--- src/hw/gpd_pkg.sv ---
// gpd_pkg: constants, register map and carrier types of the gpio port block
// assumes: every port instance and its helper modules refer to it as gpd_pkg::name
package gpd_pkg;

    // ------------------------------------------------------------------
    // port geometry
    // ------------------------------------------------------------------
    localparam int PIN_COUNT = 12;          // pin bits 11..0 of every register
    localparam int ADDR_W = 32;
    localparam int DATA_W = 32;
    localparam int HALF_W = 16;
    localparam int OFFS_W = 16;             // offset inside one 64 KB port window
    localparam int MASK_LSB = 2;            // address bit 2 enables pin bit 0

    // ------------------------------------------------------------------
    // port windows: port n sits at first base plus n times the stride
    // ------------------------------------------------------------------
    localparam logic [ADDR_W-1:0] PORT_BASE0 = 32'h5000_0000;
    localparam logic [ADDR_W-1:0] PORT_STRIDE = 32'h0001_0000;

    // ------------------------------------------------------------------
    // register offsets within a port window
    // ------------------------------------------------------------------
    localparam logic [OFFS_W-1:0] OFS_PIN_VALUE_LAST = 16'h3ffc; // full, unmasked access
    localparam logic [OFFS_W-1:0] OFS_PIN_VALUE_END = 16'h4000;  // first offset past window
    localparam logic [OFFS_W-1:0] OFS_PIN_DIRECTION = 16'h8000;
    localparam logic [OFFS_W-1:0] OFS_IRQ_SENSE_SELECT = 16'h8004;
    localparam logic [OFFS_W-1:0] OFS_IRQ_DUAL_EDGE = 16'h8008;
    localparam logic [OFFS_W-1:0] OFS_IRQ_POLARITY = 16'h800c;
    localparam logic [OFFS_W-1:0] OFS_IRQ_MASK = 16'h8010;
    localparam logic [OFFS_W-1:0] OFS_IRQ_RAW_FLAGS = 16'h8014;
    localparam logic [OFFS_W-1:0] OFS_IRQ_MASKED_FLAGS = 16'h8018;
    localparam logic [OFFS_W-1:0] OFS_IRQ_EDGE_CLEAR = 16'h801c;

    // ------------------------------------------------------------------
    // reset values
    // ------------------------------------------------------------------
    localparam logic [PIN_COUNT-1:0] RST_PINS = 12'h000;
    localparam logic [DATA_W-1:0] RST_WORD = 32'h0000_0000;

    // ------------------------------------------------------------------
    // carrier of one bus request
    // ------------------------------------------------------------------
    typedef struct packed {
        logic sel;                          // request valid this cycle
        logic write;                        // 1 write, 0 read
        logic half;                         // 1 half-word, 0 word
        logic [ADDR_W-1:0] addr;            // byte address, word aligned
        logic [DATA_W-1:0] wdata;
    } gpd_bus_req_t;

    // per-pin interrupt configuration bundle
    typedef struct packed {
        logic sense;                        // 0 edge, 1 level
        logic dual;                         // 1 both edges
        logic pol;                          // 0 falling or low, 1 rising or high
    } gpd_irq_cfg_t;

endpackage

--- src/hw/gpd_sync2.sv ---
// gpd_sync2: two-stage synchroniser for a vector of pin levels
// assumes: inputs are asynchronous to ref_clk; only stage two is read outside
`timescale 1ns/100ps
module gpd_sync2 #(
    parameter int WIDTH = 12
)(
    input wire logic ref_clk,
    input wire logic resetn,
    input wire logic clk_en,
    input wire logic [WIDTH-1:0] async_in,
    output logic [WIDTH-1:0] sync_out
);

    logic [WIDTH-1:0] meta_r;

    // two flops in series; stage one feeds stage two only
    always_ff @(posedge ref_clk or negedge resetn)
    begin
        if (!resetn)
        begin
            meta_r <= '0;
            sync_out <= '0;
        end
        else if (clk_en)
        begin
            meta_r <= async_in;
            sync_out <= meta_r;
        end
    end

endmodule

--- src/hw/gpd_irq_cell.sv ---
// gpd_irq_cell: edge or level trigger detection for one pin
// assumes: level input is already synchronised to ref_clk
`timescale 1ns/100ps
module gpd_irq_cell (
    input wire logic ref_clk,
    input wire logic resetn,
    input wire logic clk_en,
    input wire logic level,
    input wire gpd_pkg::gpd_irq_cfg_t cfg,
    input wire logic edge_clear,
    output logic raw_flag
);

    logic prev_r;
    logic rise;
    logic fall;
    logic edge_hit;
    logic level_hit;

    // edge and level conditions
    assign rise = level & ~prev_r;
    assign fall = ~level & prev_r;
    assign edge_hit = cfg.dual ? (rise | fall) : (cfg.pol ? rise : fall);
    assign level_hit = cfg.pol ? level : ~level;

    // previous level for edge detection
    always_ff @(posedge ref_clk or negedge resetn)
    begin
        if (!resetn)
            prev_r <= 1'b0;
        else if (clk_en)
            prev_r <= level;
    end

    // flag: follows level in level mode, sticky in edge mode, set beats clear
    always_ff @(posedge ref_clk or negedge resetn)
    begin
        if (!resetn)
            raw_flag <= 1'b0;
        else if (clk_en)
        begin
            if (cfg.sense)
                raw_flag <= level_hit;
            else if (edge_hit)
                raw_flag <= 1'b1;
            else if (edge_clear)
                raw_flag <= 1'b0;
        end
    end

endmodule

--- src/hw/gpd_port.sv ---
// gpd_port: one general-purpose i/o port of up to twelve pins with its registers
// assumes: one processor bus request per cycle at most, word-aligned addresses;
// alternate-function select, drive and enable come from logic on ref_clk;
// pin levels arrive asynchronously from the pads.
//
// Function
// - every register holds one bit per pin in bits 11..0; absent pins reserved
// - direction bits clear at reset, all pins start as inputs
// - direction bit 0 makes pin an input, 1 an output
// - registers up to 12 bits, word and half-word access at word addresses
// - pin value accesses below 0x4000 are masked by address bits 13..2
// - top offset of the masking window reaches all twelve pin bits
// - pin value read returns present pin level, whatever its configuration
// - general-purpose output pin drives its held pin value
// - input pin: write leaves pin level alone, read returns sensed level
// - alternate-function pin: write has no effect, read shows that function's level
// - switching to output first drives the last sensed level
// - every pin can raise an edge- or level-sensitive interrupt
// - edge interrupt on rising, falling or both edges
// - level interrupt active high or active low
// - read-only raw flags show met trigger conditions before masking
// - read-only masked flags show interrupt state after masking
// - write-only clear register clears pending edge detection per pin
// - each of four ports decodes its own 64 KB window, 0x10000 apart
// - sense bit 0 selects edge detection, 1 level detection
// - dual-edge bit 1 fires on both edges, else polarity chooses edge
// - polarity 0 falling or low, 1 rising or high
// - mask bit 1 lets the pin reach its own and the combined line
`timescale 1ns/100ps
module gpd_port #(
    parameter int PORT_INDEX = 0,               // which of the four windows this port decodes
    parameter logic [11:0] PIN_PRESENT = 12'hfff // pins bonded out on this part
)(
    input wire logic ref_clk,
    input wire logic resetn,
    input wire logic clk_en,
    input wire gpd_pkg::gpd_bus_req_t bus_req,
    output logic [gpd_pkg::DATA_W-1:0] bus_rdata,
    output logic bus_ack,
    input wire logic [gpd_pkg::PIN_COUNT-1:0] pin_in,
    output logic [gpd_pkg::PIN_COUNT-1:0] pin_out,
    output logic [gpd_pkg::PIN_COUNT-1:0] pin_oe,
    input wire logic [gpd_pkg::PIN_COUNT-1:0] alt_sel,
    input wire logic [gpd_pkg::PIN_COUNT-1:0] alt_out,
    input wire logic [gpd_pkg::PIN_COUNT-1:0] alt_oe,
    output logic [gpd_pkg::PIN_COUNT-1:0] pin_irq,
    output logic port_irq
);

    localparam int NP = gpd_pkg::PIN_COUNT;
    localparam int OW = gpd_pkg::OFFS_W;
    localparam int AW = gpd_pkg::ADDR_W;
    localparam int DW = gpd_pkg::DATA_W;
    localparam int HW = gpd_pkg::HALF_W;

    // window base of this port
    localparam logic [AW-1:0] MY_BASE =
        gpd_pkg::PORT_BASE0 + gpd_pkg::PORT_STRIDE * AW'(PORT_INDEX);

    // ------------------------------------------------------------------
    // state
    // ------------------------------------------------------------------
    logic [NP-1:0] pin_value_r;
    logic [NP-1:0] pin_direction_r;
    logic [NP-1:0] irq_sense_select_r;
    logic [NP-1:0] irq_dual_edge_r;
    logic [NP-1:0] irq_polarity_r;
    logic [NP-1:0] irq_mask_r;
    logic [DW-1:0] rdata_r;
    logic ack_r;
    logic [NP-1:0] pin_out_r;
    logic [NP-1:0] pin_oe_r;
    logic [NP-1:0] pin_irq_r;
    logic port_irq_r;

    // ------------------------------------------------------------------
    // decode
    // ------------------------------------------------------------------
    logic [NP-1:0] pin_sync;
    logic [NP-1:0] irq_raw_flags;
    logic [NP-1:0] irq_masked_flags;
    logic [NP-1:0] edge_clear;
    logic [NP-1:0] wr_bits;
    logic [NP-1:0] addr_mask;
    logic [NP-1:0] gpio_out;
    logic [OW-1:0] offs;
    logic hit;
    logic wr_en;
    logic rd_en;
    logic in_value_win;
    logic [DW-1:0] rd_word;

    // this port answers only inside its own 64 KB window
    assign hit = bus_req.sel && (bus_req.addr[AW-1:OW] == MY_BASE[AW-1:OW]);
    assign offs = bus_req.addr[OW-1:0];
    assign wr_en = hit && bus_req.write;
    assign rd_en = hit && !bus_req.write;

    // word or half-word: both carry the 12 pin bits in the low half
    assign wr_bits = bus_req.wdata[NP-1:0] & PIN_PRESENT;

    // address bits 13..2 select which pin bits a value access touches
    assign in_value_win = (offs < gpd_pkg::OFS_PIN_VALUE_END);
    assign addr_mask = offs[gpd_pkg::MASK_LSB+NP-1:gpd_pkg::MASK_LSB];

    // pin driven by the value register: output direction and not handed to another function
    assign gpio_out = pin_direction_r & ~alt_sel;

    // ------------------------------------------------------------------
    // pin input synchroniser
    // ------------------------------------------------------------------
    gpd_sync2 #(
        .WIDTH(NP)
    ) u_sync (
        .ref_clk(ref_clk),
        .resetn(resetn),
        .clk_en(clk_en),
        .async_in(pin_in),
        .sync_out(pin_sync)
    );

    // ------------------------------------------------------------------
    // per-pin interrupt detection
    // ------------------------------------------------------------------
    genvar gi;
    generate
        for (gi = 0; gi < NP; gi++)
        begin : g_pin
            gpd_pkg::gpd_irq_cfg_t cfg;

            assign cfg.sense = irq_sense_select_r[gi];
            assign cfg.dual = irq_dual_edge_r[gi];
            assign cfg.pol = irq_polarity_r[gi];

            gpd_irq_cell u_cell (
                .ref_clk(ref_clk),
                .resetn(resetn),
                .clk_en(clk_en),
                .level(pin_sync[gi]),
                .cfg(cfg),
                .edge_clear(edge_clear[gi]),
                .raw_flag(irq_raw_flags[gi])
            );
        end
    endgenerate

    // clear strobe for edge flags; level pins ignore it inside the cell
    assign edge_clear = (wr_en && offs == gpd_pkg::OFS_IRQ_EDGE_CLEAR) ?
                        wr_bits : gpd_pkg::RST_PINS;

    // mask gates raw flags
    assign irq_masked_flags = irq_raw_flags & irq_mask_r & PIN_PRESENT;

    // ------------------------------------------------------------------
    // pin value register
    // ------------------------------------------------------------------

    // output pins take written bits; other pins keep mirroring the sensed level
    always_ff @(posedge ref_clk or negedge resetn)
    begin
        if (!resetn)
            pin_value_r <= gpd_pkg::RST_PINS;
        else if (clk_en)
        begin
            for (int k = 0; k < NP; k++)
            begin
                if (!gpio_out[k])
                    pin_value_r[k] <= pin_sync[k];
                else if (wr_en && in_value_win && addr_mask[k] && PIN_PRESENT[k])
                    pin_value_r[k] <= wr_bits[k];
            end
        end
    end

    // ------------------------------------------------------------------
    // direction register
    // ------------------------------------------------------------------

    // all pins come up as inputs
    always_ff @(posedge ref_clk or negedge resetn)
    begin
        if (!resetn)
            pin_direction_r <= gpd_pkg::RST_PINS;
        else if (clk_en && wr_en && offs == gpd_pkg::OFS_PIN_DIRECTION)
            pin_direction_r <= wr_bits;
    end

    // ------------------------------------------------------------------
    // interrupt configuration registers
    // ------------------------------------------------------------------

    // sense select
    always_ff @(posedge ref_clk or negedge resetn)
    begin
        if (!resetn)
            irq_sense_select_r <= gpd_pkg::RST_PINS;
        else if (clk_en && wr_en && offs == gpd_pkg::OFS_IRQ_SENSE_SELECT)
            irq_sense_select_r <= wr_bits;
    end

    // dual edge
    always_ff @(posedge ref_clk or negedge resetn)
    begin
        if (!resetn)
            irq_dual_edge_r <= gpd_pkg::RST_PINS;
        else if (clk_en && wr_en && offs == gpd_pkg::OFS_IRQ_DUAL_EDGE)
            irq_dual_edge_r <= wr_bits;
    end

    // polarity
    always_ff @(posedge ref_clk or negedge resetn)
    begin
        if (!resetn)
            irq_polarity_r <= gpd_pkg::RST_PINS;
        else if (clk_en && wr_en && offs == gpd_pkg::OFS_IRQ_POLARITY)
            irq_polarity_r <= wr_bits;
    end

    // mask
    always_ff @(posedge ref_clk or negedge resetn)
    begin
        if (!resetn)
            irq_mask_r <= gpd_pkg::RST_PINS;
        else if (clk_en && wr_en && offs == gpd_pkg::OFS_IRQ_MASK)
            irq_mask_r <= wr_bits;
    end

    // ------------------------------------------------------------------
    // read multiplexer
    // ------------------------------------------------------------------

    // unmapped and write-only offsets read as zero; reserved bits read zero
    always_comb
    begin
        rd_word = gpd_pkg::RST_WORD;
        if (in_value_win)
            rd_word[NP-1:0] = pin_sync & addr_mask & PIN_PRESENT;
        else
        begin
            case (offs)
                gpd_pkg::OFS_PIN_DIRECTION:
                    rd_word[NP-1:0] = pin_direction_r;
                gpd_pkg::OFS_IRQ_SENSE_SELECT:
                    rd_word[NP-1:0] = irq_sense_select_r;
                gpd_pkg::OFS_IRQ_DUAL_EDGE:
                    rd_word[NP-1:0] = irq_dual_edge_r;
                gpd_pkg::OFS_IRQ_POLARITY:
                    rd_word[NP-1:0] = irq_polarity_r;
                gpd_pkg::OFS_IRQ_MASK:
                    rd_word[NP-1:0] = irq_mask_r;
                gpd_pkg::OFS_IRQ_RAW_FLAGS:
                    rd_word[NP-1:0] = irq_raw_flags & PIN_PRESENT;
                gpd_pkg::OFS_IRQ_MASKED_FLAGS:
                    rd_word[NP-1:0] = irq_masked_flags;
                default:
                    rd_word = gpd_pkg::RST_WORD;
            endcase
        end
        if (bus_req.half)
            rd_word[DW-1:HW] = '0;
    end

    // ------------------------------------------------------------------
    // bus answer
    // ------------------------------------------------------------------

    // read data captured with the request, ack one cycle later
    always_ff @(posedge ref_clk or negedge resetn)
    begin
        if (!resetn)
            rdata_r <= gpd_pkg::RST_WORD;
        else if (clk_en && rd_en)
            rdata_r <= rd_word;
    end

    // one-cycle acknowledge for every access to this window made while clk_en is high
    always_ff @(posedge ref_clk or negedge resetn)
    begin
        if (!resetn)
            ack_r <= 1'b0;
        else if (clk_en)
            ack_r <= hit;
    end

    assign bus_rdata = rdata_r;
    assign bus_ack = ack_r;

    // ------------------------------------------------------------------
    // pad drive
    // ------------------------------------------------------------------

    // gpio output pins drive the value register, other-function pins their own drive
    always_ff @(posedge ref_clk or negedge resetn)
    begin
        if (!resetn)
        begin
            pin_out_r <= gpd_pkg::RST_PINS;
            pin_oe_r <= gpd_pkg::RST_PINS;
        end
        else if (clk_en)
        begin
            pin_out_r <= ((pin_value_r & gpio_out) | (alt_out & alt_sel)) & PIN_PRESENT;
            pin_oe_r <= (gpio_out | (alt_oe & alt_sel)) & PIN_PRESENT;
        end
    end

    assign pin_out = pin_out_r;
    assign pin_oe = pin_oe_r;

    // ------------------------------------------------------------------
    // interrupt lines
    // ------------------------------------------------------------------

    // masked flags reach per-pin lines and the combined port line
    always_ff @(posedge ref_clk or negedge resetn)
    begin
        if (!resetn)
        begin
            pin_irq_r <= gpd_pkg::RST_PINS;
            port_irq_r <= 1'b0;
        end
        else if (clk_en)
        begin
            pin_irq_r <= irq_masked_flags;
            port_irq_r <= |irq_masked_flags;
        end
    end

    assign pin_irq = pin_irq_r;
    assign port_irq = port_irq_r;

endmodule

--- config.mk ---
export PLATFORM = sky130hd
export DESIGN_NAME = gpd_port
export DESIGN_NICKNAME = d
export VERILOG_FILES = /design/src/hw/gpd_pkg.sv /design/src/hw/gpd_sync2.sv /design/src/hw/gpd_irq_cell.sv /design/src/hw/gpd_port.sv
export SDC_FILE = /design/constraint.sdc
export NUM_CORES = 1
export LEC_CHECK = 0
export ABC_AREA = 1
export BUFFER_PORTS_ARGS = -buffer_cell sky130_fd_sc_hd__buf_4
export CAP_MARGIN = 15
export CORE_AREA = 4 4 184 186
export CTS_BUF_LIST = sky130_fd_sc_hd__clkbuf_8
export CTS_CLUSTER_SIZE = 28
export DETAILED_ROUTE_END_ITERATION = 8
export DIE_AREA = 0 0 188 190
export HOLD_SLACK_MARGIN = 0.12
export PLACE_DENSITY = 0.44
export SYNTH_ARGS = -nofsm -noshare
export SYNTH_HDL_FRONTEND = slang
export SYNTH_SLANG_ARGS = --single-unit
--- constraint.sdc ---
create_clock -name ref_clk -period 3.06 [get_ports ref_clk]
set_input_delay 0.459 -clock ref_clk [delete_from_list [all_inputs] [get_ports ref_clk]]
set_output_delay 0.459 -clock ref_clk [all_outputs]
set_load 0.01 [all_outputs]
[Word-level counts from Yosys, hierarchy flattened]
Cells that the tools add are included.
Operators by class
  $lt $le $gt $ge: 1
  equal/unequal tests: 21
  mux-type cells: 99
  bitwise gates (word level): 69
  reductions and logical operators: 62
Operators with widths (count)
  16-bit == test (second input constant): 8
  1-bit 2-to-1 mux: 96
  12-bit case mux with 7 select lines: 1
  12-bit bitwise AND: 6
  2-bit AND reduction: 24
  3-bit nonzero test: 12
  1-bit bitwise AND: 24
  1-bit logical AND: 24
  12-bit 2-to-1 mux: 2
  2-bit by 1-bit inequality test with 1-bit output (second input constant): 12
  1-bit inverter: 24
  12-bit bitwise OR: 2
  16-bit by 15-bit == test with 1-bit output (second input constant): 1
  16-bit by 15-bit < comparator with 1-bit output (second input constant): 1
  12-bit inverter: 1
  1-bit bitwise OR: 12
  12-bit OR reduction: 1
  1-bit zero test: 1
Storage, ports and cells
  register bits after elaboration: 170
  input bits: 118
  output and inout bits: 70
  logic and storage cells: 301

[Longest topological paths before layout]
Gate-level depths: netlist of run 1.
  depth after elaboration: 8
  mapped depth: 13
  depth with buffers taken out: 11

[By module]
A second synthesis of run 1 with hierarchy kept.
Second synthesis, totals
  cell total of the unflattened synthesis: 1433
  area total of the unflattened synthesis: 10139.7 um2
Modules (own cells, without submodules)
  gpd_port: times used 1, cells each 995, area each 7138.1 um2, sequential area each 3052.9 um2
  gpd_irq_cell: times used 12, cells each 28, area each 168.9 um2, sequential area each 50.0 um2
  gpd_sync2: times used 1, cells each 102, area each 974.7 um2, sequential area each 600.6 um2

[Least setup slack after synthesis of run 1]
No wires, ideal clock.
  kind: input-to-reg
  from: input port bus_req[49] (netlist bit)
  to: register rdata_r[10] (netlist: bus_rdata[10])
  library setup time: 0.117 ns
  arrival: 1.602 ns
  required time: 2.943 ns
  path slack: 1.341 ns
  stages: 10
  path buffers: 1
  cells stage by stage: or2_1 nor2_2 nand2_1 nor2_2 nand2_1 nor2_2 buf_2 nand2_1 nor2_1 nor2_1
Between the ends
  longest elaborated chain between the ends: 4
Ends and longest elaborated chain
  from (decl): line gpd_port.sv:37  | input wire gpd_pkg::gpd_bus_req_t bus_req,
  16-bit by 15-bit == test with 1-bit output: line gpd_port.sv:94  | assign hit = bus_req.sel && (bus_req.addr[AW-1:OW] == MY_BASE[AW-1:OW]);
  1-bit logical AND: line gpd_port.sv:94
  1-bit logical AND: line gpd_port.sv:97  | assign rd_en = hit && !bus_req.write;
  1-bit logical AND: line gpd_port.sv:272  | else if (clk_en && rd_en)
  to (signal assigned): line gpd_port.sv:271  | rdata_r <= gpd_pkg::RST_WORD;
  to (signal assigned): line gpd_port.sv:273  | rdata_r <= rd_word;
  to (decl): line gpd_port.sv:69  | logic [DW-1:0] rdata_r;
No other way between the ends.
A chain may end at the register's enable or synchronous reset.

[Final worst setup path of run 1]
  from: input port bus_req[40] (netlist bit)
  to: register irq_polarity_r[1]
Between the ends
  longest elaborated chain between the ends: 2
Ends and longest elaborated chain
  16-bit == test: line gpd_port.sv:215  | else if (clk_en && wr_en && offs == gpd_pkg::OFS_IRQ_POLARITY)
  1-bit logical AND: line gpd_port.sv:215
  to (signal assigned): line gpd_port.sv:214  | irq_polarity_r <= gpd_pkg::RST_PINS;
  to (signal assigned): line gpd_port.sv:216  | irq_polarity_r <= wr_bits;
  to (decl): line gpd_port.sv:67  | logic [NP-1:0] irq_polarity_r;
No other way between the ends.

==> impl_metrics.csv, run 1 <==
group,metric,value,unit
worst_setup_path,crit_arrival,2.25,ns
pwr,p_total,5.02,mW
routing,vias,8592,
floorplanning,dieArea,35700,um^2
clock_network,worst_skew_pair.late_latency,0.48,ns
routing,wl,32.2,mm
routing,wl_met2,14.1,mm
layout,final_nets,1557,
timing,rsz0062_at_grt,"no",
worst_setup_path,start_kind,"input pin",
timing,fmax,523,MHz
synthesis,yosysTopAreaCell,"dfrtp_1",
layout,area_growth,21.8,%
worst_setup_path,path_common_cell,"nand2_1",
global_route,grt_overflow,0,
pwr,leakagePower,5.67,nW
clock_network,clk_path_buf_depth,2,
routing,wl_met1,15.9,mm
floorplanning,pin_count,188,
worst_setup_path,end_kind,"register",
global_route,grt_max_degree,119,
routing,wl_met3,1.77,mm
synthesis,post-synth-top-count-cell,"nand2_1",
clock_network,post_cts_resized,0,
clock_network,clk_pin_slew,0.11,ns
synthesis,syn_area,9250,um^2
floorplanning,core,32300,um^2
worst_setup_path,cpMaxStageDelayCell,"inv_2",
routing,top_layer,"met5",
layout,num-fill-cells,3555,
global_route,grt_pass1_vias,8340,
timing,fin_tns_setup,0,ns
synthesis,synth_ff_type,"dfrtp_1",
worst_setup_path,critPathKind,"input pin to register",
worst_setup_path,cp_cell_sequence,"buf_4 -> inv_1 -> nand2_1 -> nor2_1 -> nand2_1 -> inv_2 -> nand3_1 -> nor2_1 -> nand3_1 -> buf_4 -> nand2_1 -> o21ai_0",
global_route,antenna_found_initial,1,
synthesis,synth_cells,1278,
routing,vias_per_cell,4.59,
worst_setup_path,crit_fanout,22,
pwr,p_per_area,446,nW/um^2
timing,drv_slew,0,
clock_network,htreeDepth,4,
routing,dr.pass1.iters,5,
synthesis,synthTopCellsByCount,"nand2_1 (385), dfrtp_1 (170), nor2_1 (159)",
synthesis,ys_warn_count,0,
global_route,grt_pass1_wl,49.8,mm
worst_setup_path,max_stage_delay,0.32,ns
synthesis,synth_area_leaders,"dfrtp_1 (46%), nand2_1 (16%), o21ai_0 (7.7%)",
synthesis,synth.top_cell.area_share,46.0,%
timing,fin_crit,1.91,ns
synthesis,synth.yosys.seq_area_share,46.0,%
routing,wire_per_inst,17.2,um
worst_setup_path,critPathRequiredTime,3.40,ns
run_status,outcome,"completed",
synthesis,synth-async-reset-ratio,100,%
run,maxCapViolations,0,
pwr,ir_drop,255,uV
timing,tightest_slew,0.783,ns
global_route,grtUsageTotal,18.0,%
synthesis,synth_edf_count,0,
routing,drt_iter0_drc,542,
placed_design,place.port_buffers,146,
layout,drive_gt1_share,14.6,%
floorplanning,die_w,188,um
hold_path,hold_class,"input pin to register",
layout,n_antenna_cell,0,
placed_design,dp_hpwl,23.3,mm
layout,ff_latch_area,4250,um^2
timing,setup_violations,0,
clock_network,cts_made_buffers,17,
timing,hold_violations,0,
clock_network,clockRootBuffer,"clkbuf_8",
floorplanning,die_height,190,um
placed_design,gp_congestion,0.847,
timing,fin_skew,0.0192,ns
layout,multiInputGateArea,4260,um^2
synthesis,synth_cell_type_count,24,
timing,post-route-period-util,62.5,%
floorplanning,start_util,28.6,%
synthesis,ys_seq_elements,170,
timing,slew_headroom,47.8,%
routing,ant_nets,0,
synthesis,synth.avg_cell_area,7.24,um^2
floorplanning,std_cell_rows,66,
routing,drc,0,
clock_network,cts_tree,"built",
clock_network,cts.sinks,170,
## kinds of logic (layout without fill, tap and decap cells)
family	after synthesis	count (layout)	share of synthesized area, %
adder cells (fa/ha/maj)	24	24	3.25
flip-flops	170	170	46.0
AND/OR/NAND/NOR	692	692	30.9
other	1	20	0.0405
buffers and inverters	187	318	8.74
AO/OA/AOI/OAI	204	204	11.1
## worst paths after layout
check | start | endpoint | slack (ns) | cells after the start
worst max-delay path | bus_req[40] | irq_polarity_r[1]$_DFFE_PN0P_ | 1.15 | 12
worst min-delay path | pin_in[10] | u_sync.meta_r[10]$_DFFE_PN0P_ | 0.17 | 3
worst max register to register | u_sync.sync_out[10]$_DFFE_PN0P_ | g_pin[10].u_cell.raw_flag$_DFFE_PN0P_ | 1.29 | 10
worst min register to register | u_sync.meta_r[1]$_DFFE_PN0P_ | u_sync.meta_r[1]$_DFFE_PN0P_ | 0.48 | 2
max in group asynchronous | resetn | pin_value_r[9]$_DFFE_PN0P_ | 1.79 | 3
min in group asynchronous | resetn | u_sync.sync_out[2]$_DFFE_PN0P_ | 0.48 | 2
## critical path: cells and delay by family
kind / cells / cell delay (ns)
compound gates: 1 / 0.07
simple gates: 7 / 0.89
buf+inv: 4 / 0.83
## metrics by stage
step	setup slack, ns	utilization, %	instance area [um^2]	instances	hold slack [ns]
2_1_floorplan	1.34	-	9320	1297	0.163
3_3_place_gp	0.636	33.5	10800	1837	0.455
3_5_place_dp	0.642	33.5	10800	1837	0.452
4_1_cts	1.16	34.9	11300	1870	0.127
5_1_grt	0.948	34.9	11300	1870	0.144
6_report	1.15	34.9	11300	1870	0.172
## routing by layer
layer,vias up,track usage (%)
met1,4015,26.0
met2,227,27.8
li1,4325,-
met4,2,4.04
met5,-,0
met3,23,3.76
## layout by cell type, fill, tap and decap left out, types with 4 or more instances in the layout
cell	instances
nor2_1	159
bufinv_16	4
a21oi_1	58
buf_4	167
nand4_1	27
dfrtp_1	170
inv_1	114
ha_1	24
o21ai_0	142
clkbuf_8	17
inv_6	4
nand3b_1	10
nand2_1	385
nand3_1	103
conb_1	20
## cell type report
class                           instances  share of cell area (%)
Sequential cell                       170                    37.8
Inverter                              114                    3.80
Multi-Input combinational cell        940                    37.8
Timing Repair Buffer                  172                    11.9
Clock inverter                         15                    1.77
Tap cell                              442                    4.91
Clock buffer                           17                    2.08
## report_power, final
| part | internal (mW) | total, mW | switching (mW) |
|---|---|---|---|
| clock network | 0.894 | 1.82 | 0.930 |
| logic | 0.262 | 0.648 | 0.386 |
| registers | 2.40 | 2.55 | 0.152 |
| total | 3.56 | 5.02 | 1.47 |
## repair_timing
action,CTS,global route
buffers inserted,0,0
hold buffers,1,0
hold endpoints to repair,45,0
Power figures use the tool's default switching activity.
==> run 2, diff against run 1 <==
==> constraint.sdc (replaced) <==
create_clock -name ref_clk -period 1.87 [get_ports ref_clk]
set_input_delay 0.2805 -clock ref_clk [delete_from_list [all_inputs] [get_ports ref_clk]]
set_output_delay 0.2805 -clock ref_clk [all_outputs]
set_load 0.01 [all_outputs]
==> run 2 against run 1 <==
Die area unchanged; flip-flop and latch count unchanged; total power up 63%; critical endpoint is now pin_oe[1]$_DFFE_PN0P_; cell count grew 4.8%; global-route usage is 0.63 points higher.
==> impl_metrics.csv, run 2 (same netlist as run 1, synthesis figures left out) <==
group,metric,value,unit
run_status,outcome,"completed",
routing,ant_nets,0,
clock_network,clk_path_buf_depth,2,
routing,vias,8926,
timing,post-route-period-util,84.6,%
global_route,grt_max_degree,64,
timing,fmax,632,MHz
routing,wl,32.9,mm
layout,n_antenna_cell,0,
layout,drive_gt1_share,15.8,%
worst_setup_path,start_kind,"register",
floorplanning,core,32300,um^2
timing,drv_slew,0,
pwr,leakagePower,6.11,nW
clock_network,cts.sinks,170,
worst_setup_path,crit_arrival,1.96,ns
clock_network,cts_made_buffers,17,
routing,drc,0,
clock_network,clk_pin_slew,0.10,ns
clock_network,htreeDepth,4,
timing,hold_violations,0,
floorplanning,dieArea,35700,um^2
placed_design,dp_hpwl,24.4,mm
clock_network,worst_skew_pair.late_latency,0.48,ns
global_route,grt_pass1_vias,8848,
global_route,grtUsageTotal,18.6,%
run,maxCapViolations,0,
timing,fin_skew,0.0137,ns
pwr,ir_drop,413,uV
layout,area_growth,31.7,%
worst_setup_path,end_kind,"register",
layout,final_nets,1647,
global_route,grt_pass1_wl,51.7,mm
clock_network,clockRootBuffer,"clkbuf_8",
layout,final_common_cell,"nand2_1",
worst_setup_path,rr_worst_depth,5,
routing,wire_per_inst,16.8,um
clock_network,post_cts_resized,0,
timing,fin_crit,1.58,ns
placed_design,place_area,11200,um^2
worst_setup_path,crit_fanout,4,
floorplanning,pin_count,188,
placed_design,place.port_buffers,146,
hold_path,holdPathStages,4,
routing,drt_iter0_drc,610,
timing,fin_tns_setup,0,ns
layout,final_util,37.7,%
clock_network,cts_tree,"built",
global_route,antenna_found_initial,0,
layout,layout_common_cells,"nand2_1 (385), buf_4 (187), dfrtp_1 (170), nor2_1 (159), o21ai_0 (142)",
routing,dr.pass1.iters,5,
floorplanning,start_util,28.6,%
timing,setup_violations,0,
timing,rsz0062_at_grt,"no",
floorplanning,die_height,190,um
placed_design,gp_congestion,0.864,
layout,num-fill-cells,3432,
layout,final_area,12200,um^2
pwr,p_per_area,673,nW/um^2
hold_path,hold_class,"input pin to register",
worst_setup_path,critPathKind,"register to register",
global_route,grt_overflow,0,
floorplanning,die_w,188,um
routing,vias_per_cell,4.55,
floorplanning,std_cell_rows,66,
worst_setup_path,critPathRequiredTime,2.25,ns
run 2: area by class of cell:
type / count / area, um^2 / area share, %
Multi-Input combinational cell: 940 / 4260 / 35.0
Inverter: 114 / 428 / 3.51
Tap cell: 442 / 553 / 4.54
Clock inverter: 15 / 165 / 1.36
Timing Repair Buffer: 262 / 2290 / 18.8
Clock buffer: 17 / 234 / 1.92
Sequential cell: 170 / 4250 / 34.9
run 2: per-stage QoR:
stage | power, mW | hold slack [ns] | setup slack [ns] | cells
2_1_floorplan | 4.74 | -0.0151 | 0.329 | 1297
3_3_place_gp | 5.35 | 0.264 | 0.00433 | 1867
3_5_place_dp | 5.37 | 0.260 | 0.00483 | 1867
4_1_cts | 8.32 | 0.161 | 0.0320 | 1970
5_1_grt | 8.65 | 0.163 | 0.205 | 1960
6_report | 8.20 | 0.0990 | 0.288 | 1960
run 2: metal layers:
metal,track usage [%],wire (um),up-vias
met4,4.07,410,0
met3,3.67,1710,18
met5,0,0,-
met2,29.8,14900,223
li1,-,-,4510
met1,26.2,15900,4175
run 2: critical path: stages, from the launching register on:
cell and delay (ns):
dfrtp_1 0.48, nand2_1 0.15, nand2_1 0.11, a21oi_1 0.14, dlygate4sd3_1 0.57, nor2_1 0.04
run 2: final timing paths:
kind / start / endpoint / slack, ns
worst max-delay path: pin_direction_r[1]$_DFFE_PN0P_ / pin_oe[1]$_DFFE_PN0P_ / 0.29
worst min-delay path: alt_sel[7] / pin_out[7]$_DFFE_PN0P_ / 0.1
worst max register to register: pin_direction_r[1]$_DFFE_PN0P_ / pin_oe[1]$_DFFE_PN0P_ / 0.29
worst min register to register: u_sync.meta_r[10]$_DFFE_PN0P_ / u_sync.meta_r[10]$_DFFE_PN0P_ / 0.48
max in group asynchronous: resetn / bus_rdata[3]$_DFFE_PN0P_ / 0.91
min in group asynchronous: resetn / u_sync.meta_r[0]$_DFFE_PN0P_ / 0.32
run 2: timing repair:
action / in CTS / in global routing
hold endpoints to repair: 99 / 0
hold buffers: 71 / 0
endpoints found under the setup margin: 0 / 10
buffers inserted: 0 / 0
run 2: where the power goes:
group | total (mW) | leakage (nW) | internal, mW | switching, mW
registers | 4.17 | 2.23 | 3.93 | 0.238
clock network | 2.80 | 0.196 | 1.22 | 1.59
logic | 1.23 | 3.68 | 0.554 | 0.676
total | 8.20 | 6.11 | 5.70 | 2.50
==> run 3, diff against run 2 <==
==> constraint.sdc (replaced) <==
create_clock -name ref_clk -period 1.5 [get_ports ref_clk]
set_input_delay 0.225 -clock ref_clk [delete_from_list [all_inputs] [get_ports ref_clk]]
set_output_delay 0.225 -clock ref_clk [all_outputs]
set_load 0.01 [all_outputs]
==> run 3 against run 2 <==
Largest cell class unchanged; non-clock buffer count up 40; utilization up 0.93 points; via count up 2.0%; combinational power up 35%; design area up 2.5%; die area unchanged; first-iteration DRC count down 15%; hold slack better by 0.048 ns; sequential power up 24%; routed wire length up 0.98%.
==> impl_metrics.csv, run 3 (same netlist as run 1, synthesis figures left out) <==
group,metric,value,unit
layout,final_common_cell,"nand2_1",
global_route,grt_pass1_wl,51.4,mm
hold_path,hold_class,"input pin to register",
floorplanning,pin_count,188,
clock_network,cts_made_buffers,17,
layout,ff_latch_area,4260,um^2
worst_setup_path,path_common_cell,"dlygate4sd3_1",
worst_setup_path,max_stage_delay,0.56,ns
routing,wl,33.3,mm
timing,setup_violations,0,
timing,fin_skew,0.0189,ns
layout,num-fill-cells,3468,
pwr,p_sw_share,30.0,%
floorplanning,die_height,190,um
worst_setup_path,critPathKind,"input pin to register",
routing,drt_iter0_drc,516,
placed_design,dp_hpwl,24.8,mm
floorplanning,std_cell_rows,66,
layout,layout_common_cells,"nand2_1 (382), buf_4 (226), dfrtp_1 (169), nor2_1 (159), o21ai_0 (141)",
timing,hold_violations,0,
global_route,grt_max_degree,83,
pwr,leakagePower,6.29,nW
worst_setup_path,critical-path-top-delay-family,"buffers and inverters",
pwr,ir_drop,400,uV
routing,ant_nets,0,
routing,vias,9106,
worst_setup_path,critPathRequiredTime,1.88,ns
routing,dr.pass1.iters,5,
worst_setup_path,start_kind,"input pin",
worst_setup_path,cpMaxStageDelayCell,"dlygate4sd3_1",
pwr,power_frac_clock,33.9,%
worst_setup_path,cp_cell_sequence,"dlygate4sd3_1 -> buf_4 -> inv_1 -> nand2_2 -> nand2_1 -> a21oi_1 -> dlygate4sd3_1 -> nor2_1",
timing,fmax,692,MHz
routing,vias_per_cell,4.55,
global_route,grtUsageTotal,18.6,%
floorplanning,start_util,28.6,%
layout,area_growth,34.9,%
timing,drv_slew,0,
clock_network,worst_skew_pair.late_latency,0.47,ns
clock_network,cts.sinks,170,
floorplanning,dieArea,35700,um^2
timing,fin_tns_setup,0,ns
layout,multiInputGateArea,4280,um^2
global_route,grt_overflow,0,
floorplanning,die_w,188,um
floorplanning,core,32300,um^2
run,maxCapViolations,0,
layout,n_antenna_cell,0,
timing,rsz0062_at_grt,"no",
pwr,p_comb_share,16.1,%
routing,drc,0,
worst_setup_path,crit_arrival,1.82,ns
clock_network,clk_path_buf_depth,2,
run_status,outcome,"completed",
clock_network,clk_pin_slew,0.10,ns
layout,drive_gt1_share,18.2,%
pwr,power_switching,3.10,mW
worst_setup_path,crit_buf_inv,4,
pwr,power_frac_seq,50.0,%
placed_design,place.port_buffers,146,
global_route,antenna_found_initial,0,
routing,wire_per_inst,16.6,um
global_route,grt_pass1_vias,8865,
layout,final_nets,1687,
timing,fin_crit,1.44,ns
placed_design,gp_congestion,0.855,
clock_network,cts_tree,"built",
timing,post-route-period-util,96.3,%
pwr,p_int,7.22,mW
clock_network,clockRootBuffer,"clkbuf_8",
pwr,p_per_area,826,nW/um^2
clock_network,htreeDepth,4,
timing,hold_ws,0.147,ns
worst_setup_path,crit_fanout,3,
worst_setup_path,end_kind,"register",
[run 3: changes by cell type in the layout (fill, tap and decap cells not counted), sizes merged]
cell	previous run	this run
clkinvlp	3	2
dlygate4sd3	61	65
clkbuf	17	18
buf	201	237
[run 3: path summary, 6_finish.rpt]
| path | endpoint | startpoint | slack, ns | cells after the start |
|---|---|---|---|---|
| setup / recovery | pin_oe[0]$_DFFE_PN0P_ | alt_sel[0] | 0.06 | 8 |
| hold / removal | irq_dual_edge_r[9]$_DFFE_PN0P_ | bus_req[9] | 0.15 | 3 |
| setup reg to reg | pin_oe[0]$_DFFE_PN0P_ | pin_direction_r[0]$_DFFE_PN0P_ | 0.07 | 5 |
| hold reg to reg | u_sync.meta_r[4]$_DFFE_PN0P_ | u_sync.meta_r[4]$_DFFE_PN0P_ | 0.48 | 2 |
| max in group asynchronous | u_sync.sync_out[9]$_DFFE_PN0P_ | resetn | 0.66 | 3 |
| min in group asynchronous | irq_polarity_r[10]$_DFFE_PN0P_ | resetn | 0.21 | 2 |
[run 3: area by class of cell]
type	count	share of cell area, %
repair buffers	302	20.5
clock inverters	14	1.29
multi-input cells	940	34.3
inverters	114	3.43
clock buffers	18	1.99
flip-flops and latches	170	34.1
well taps	442	4.43
[run 3: per-layer routing]
| layer | vias to the layer above | wire (um) | track usage (%) |
|---|---|---|---|
| li1 | 4597 | - | - |
| met1 | 4264 | 16400 | 26.7 |
| met2 | 215 | 14700 | 28.9 |
| met3 | 30 | 1450 | 3.36 |
| met4 | 0 | 660 | 4.97 |
| met5 | - | 0 | 0 |
[run 3: power groups by stage]
stage / registers [mW] / logic, mW / clock network, mW
after floorplan: 5.21 / 0.700 / 0
after global placement: 5.24 / 1.52 / 0
after detailed placement: 5.25 / 1.53 / 0
after CTS: 5.16 / 1.67 / 3.63
after global routing: 5.21 / 1.89 / 3.82
final: 5.16 / 1.66 / 3.49
[run 3: worst min-delay path: stages]
cell     delay [ns]
buf_4          0.10
inv_1          0.09
o21ai_0        0.16
[run 3: timing repair]
item	CTS	global route
gates resized for setup	0	9
endpoints found under the setup margin	0	4
endpoints found under the hold margin	210	0
buffers inserted	0	6
hold buffers	65	0
[run 3: metrics by stage]
stage	cells	power (mW)	setup slack, ns	area, um^2	util [%]
3_5_place_dp	1897	6.77	-0.397	11400	35.2
2_1_floorplan	1297	5.91	0.0149	9320	-
6_report	2000	10.3	0.0554	12500	38.6
3_3_place_gp	1897	6.76	-0.397	11400	35.2
5_1_grt	2000	10.9	0.00314	12500	38.6
4_1_cts	1994	10.5	0.0239	12400	38.5
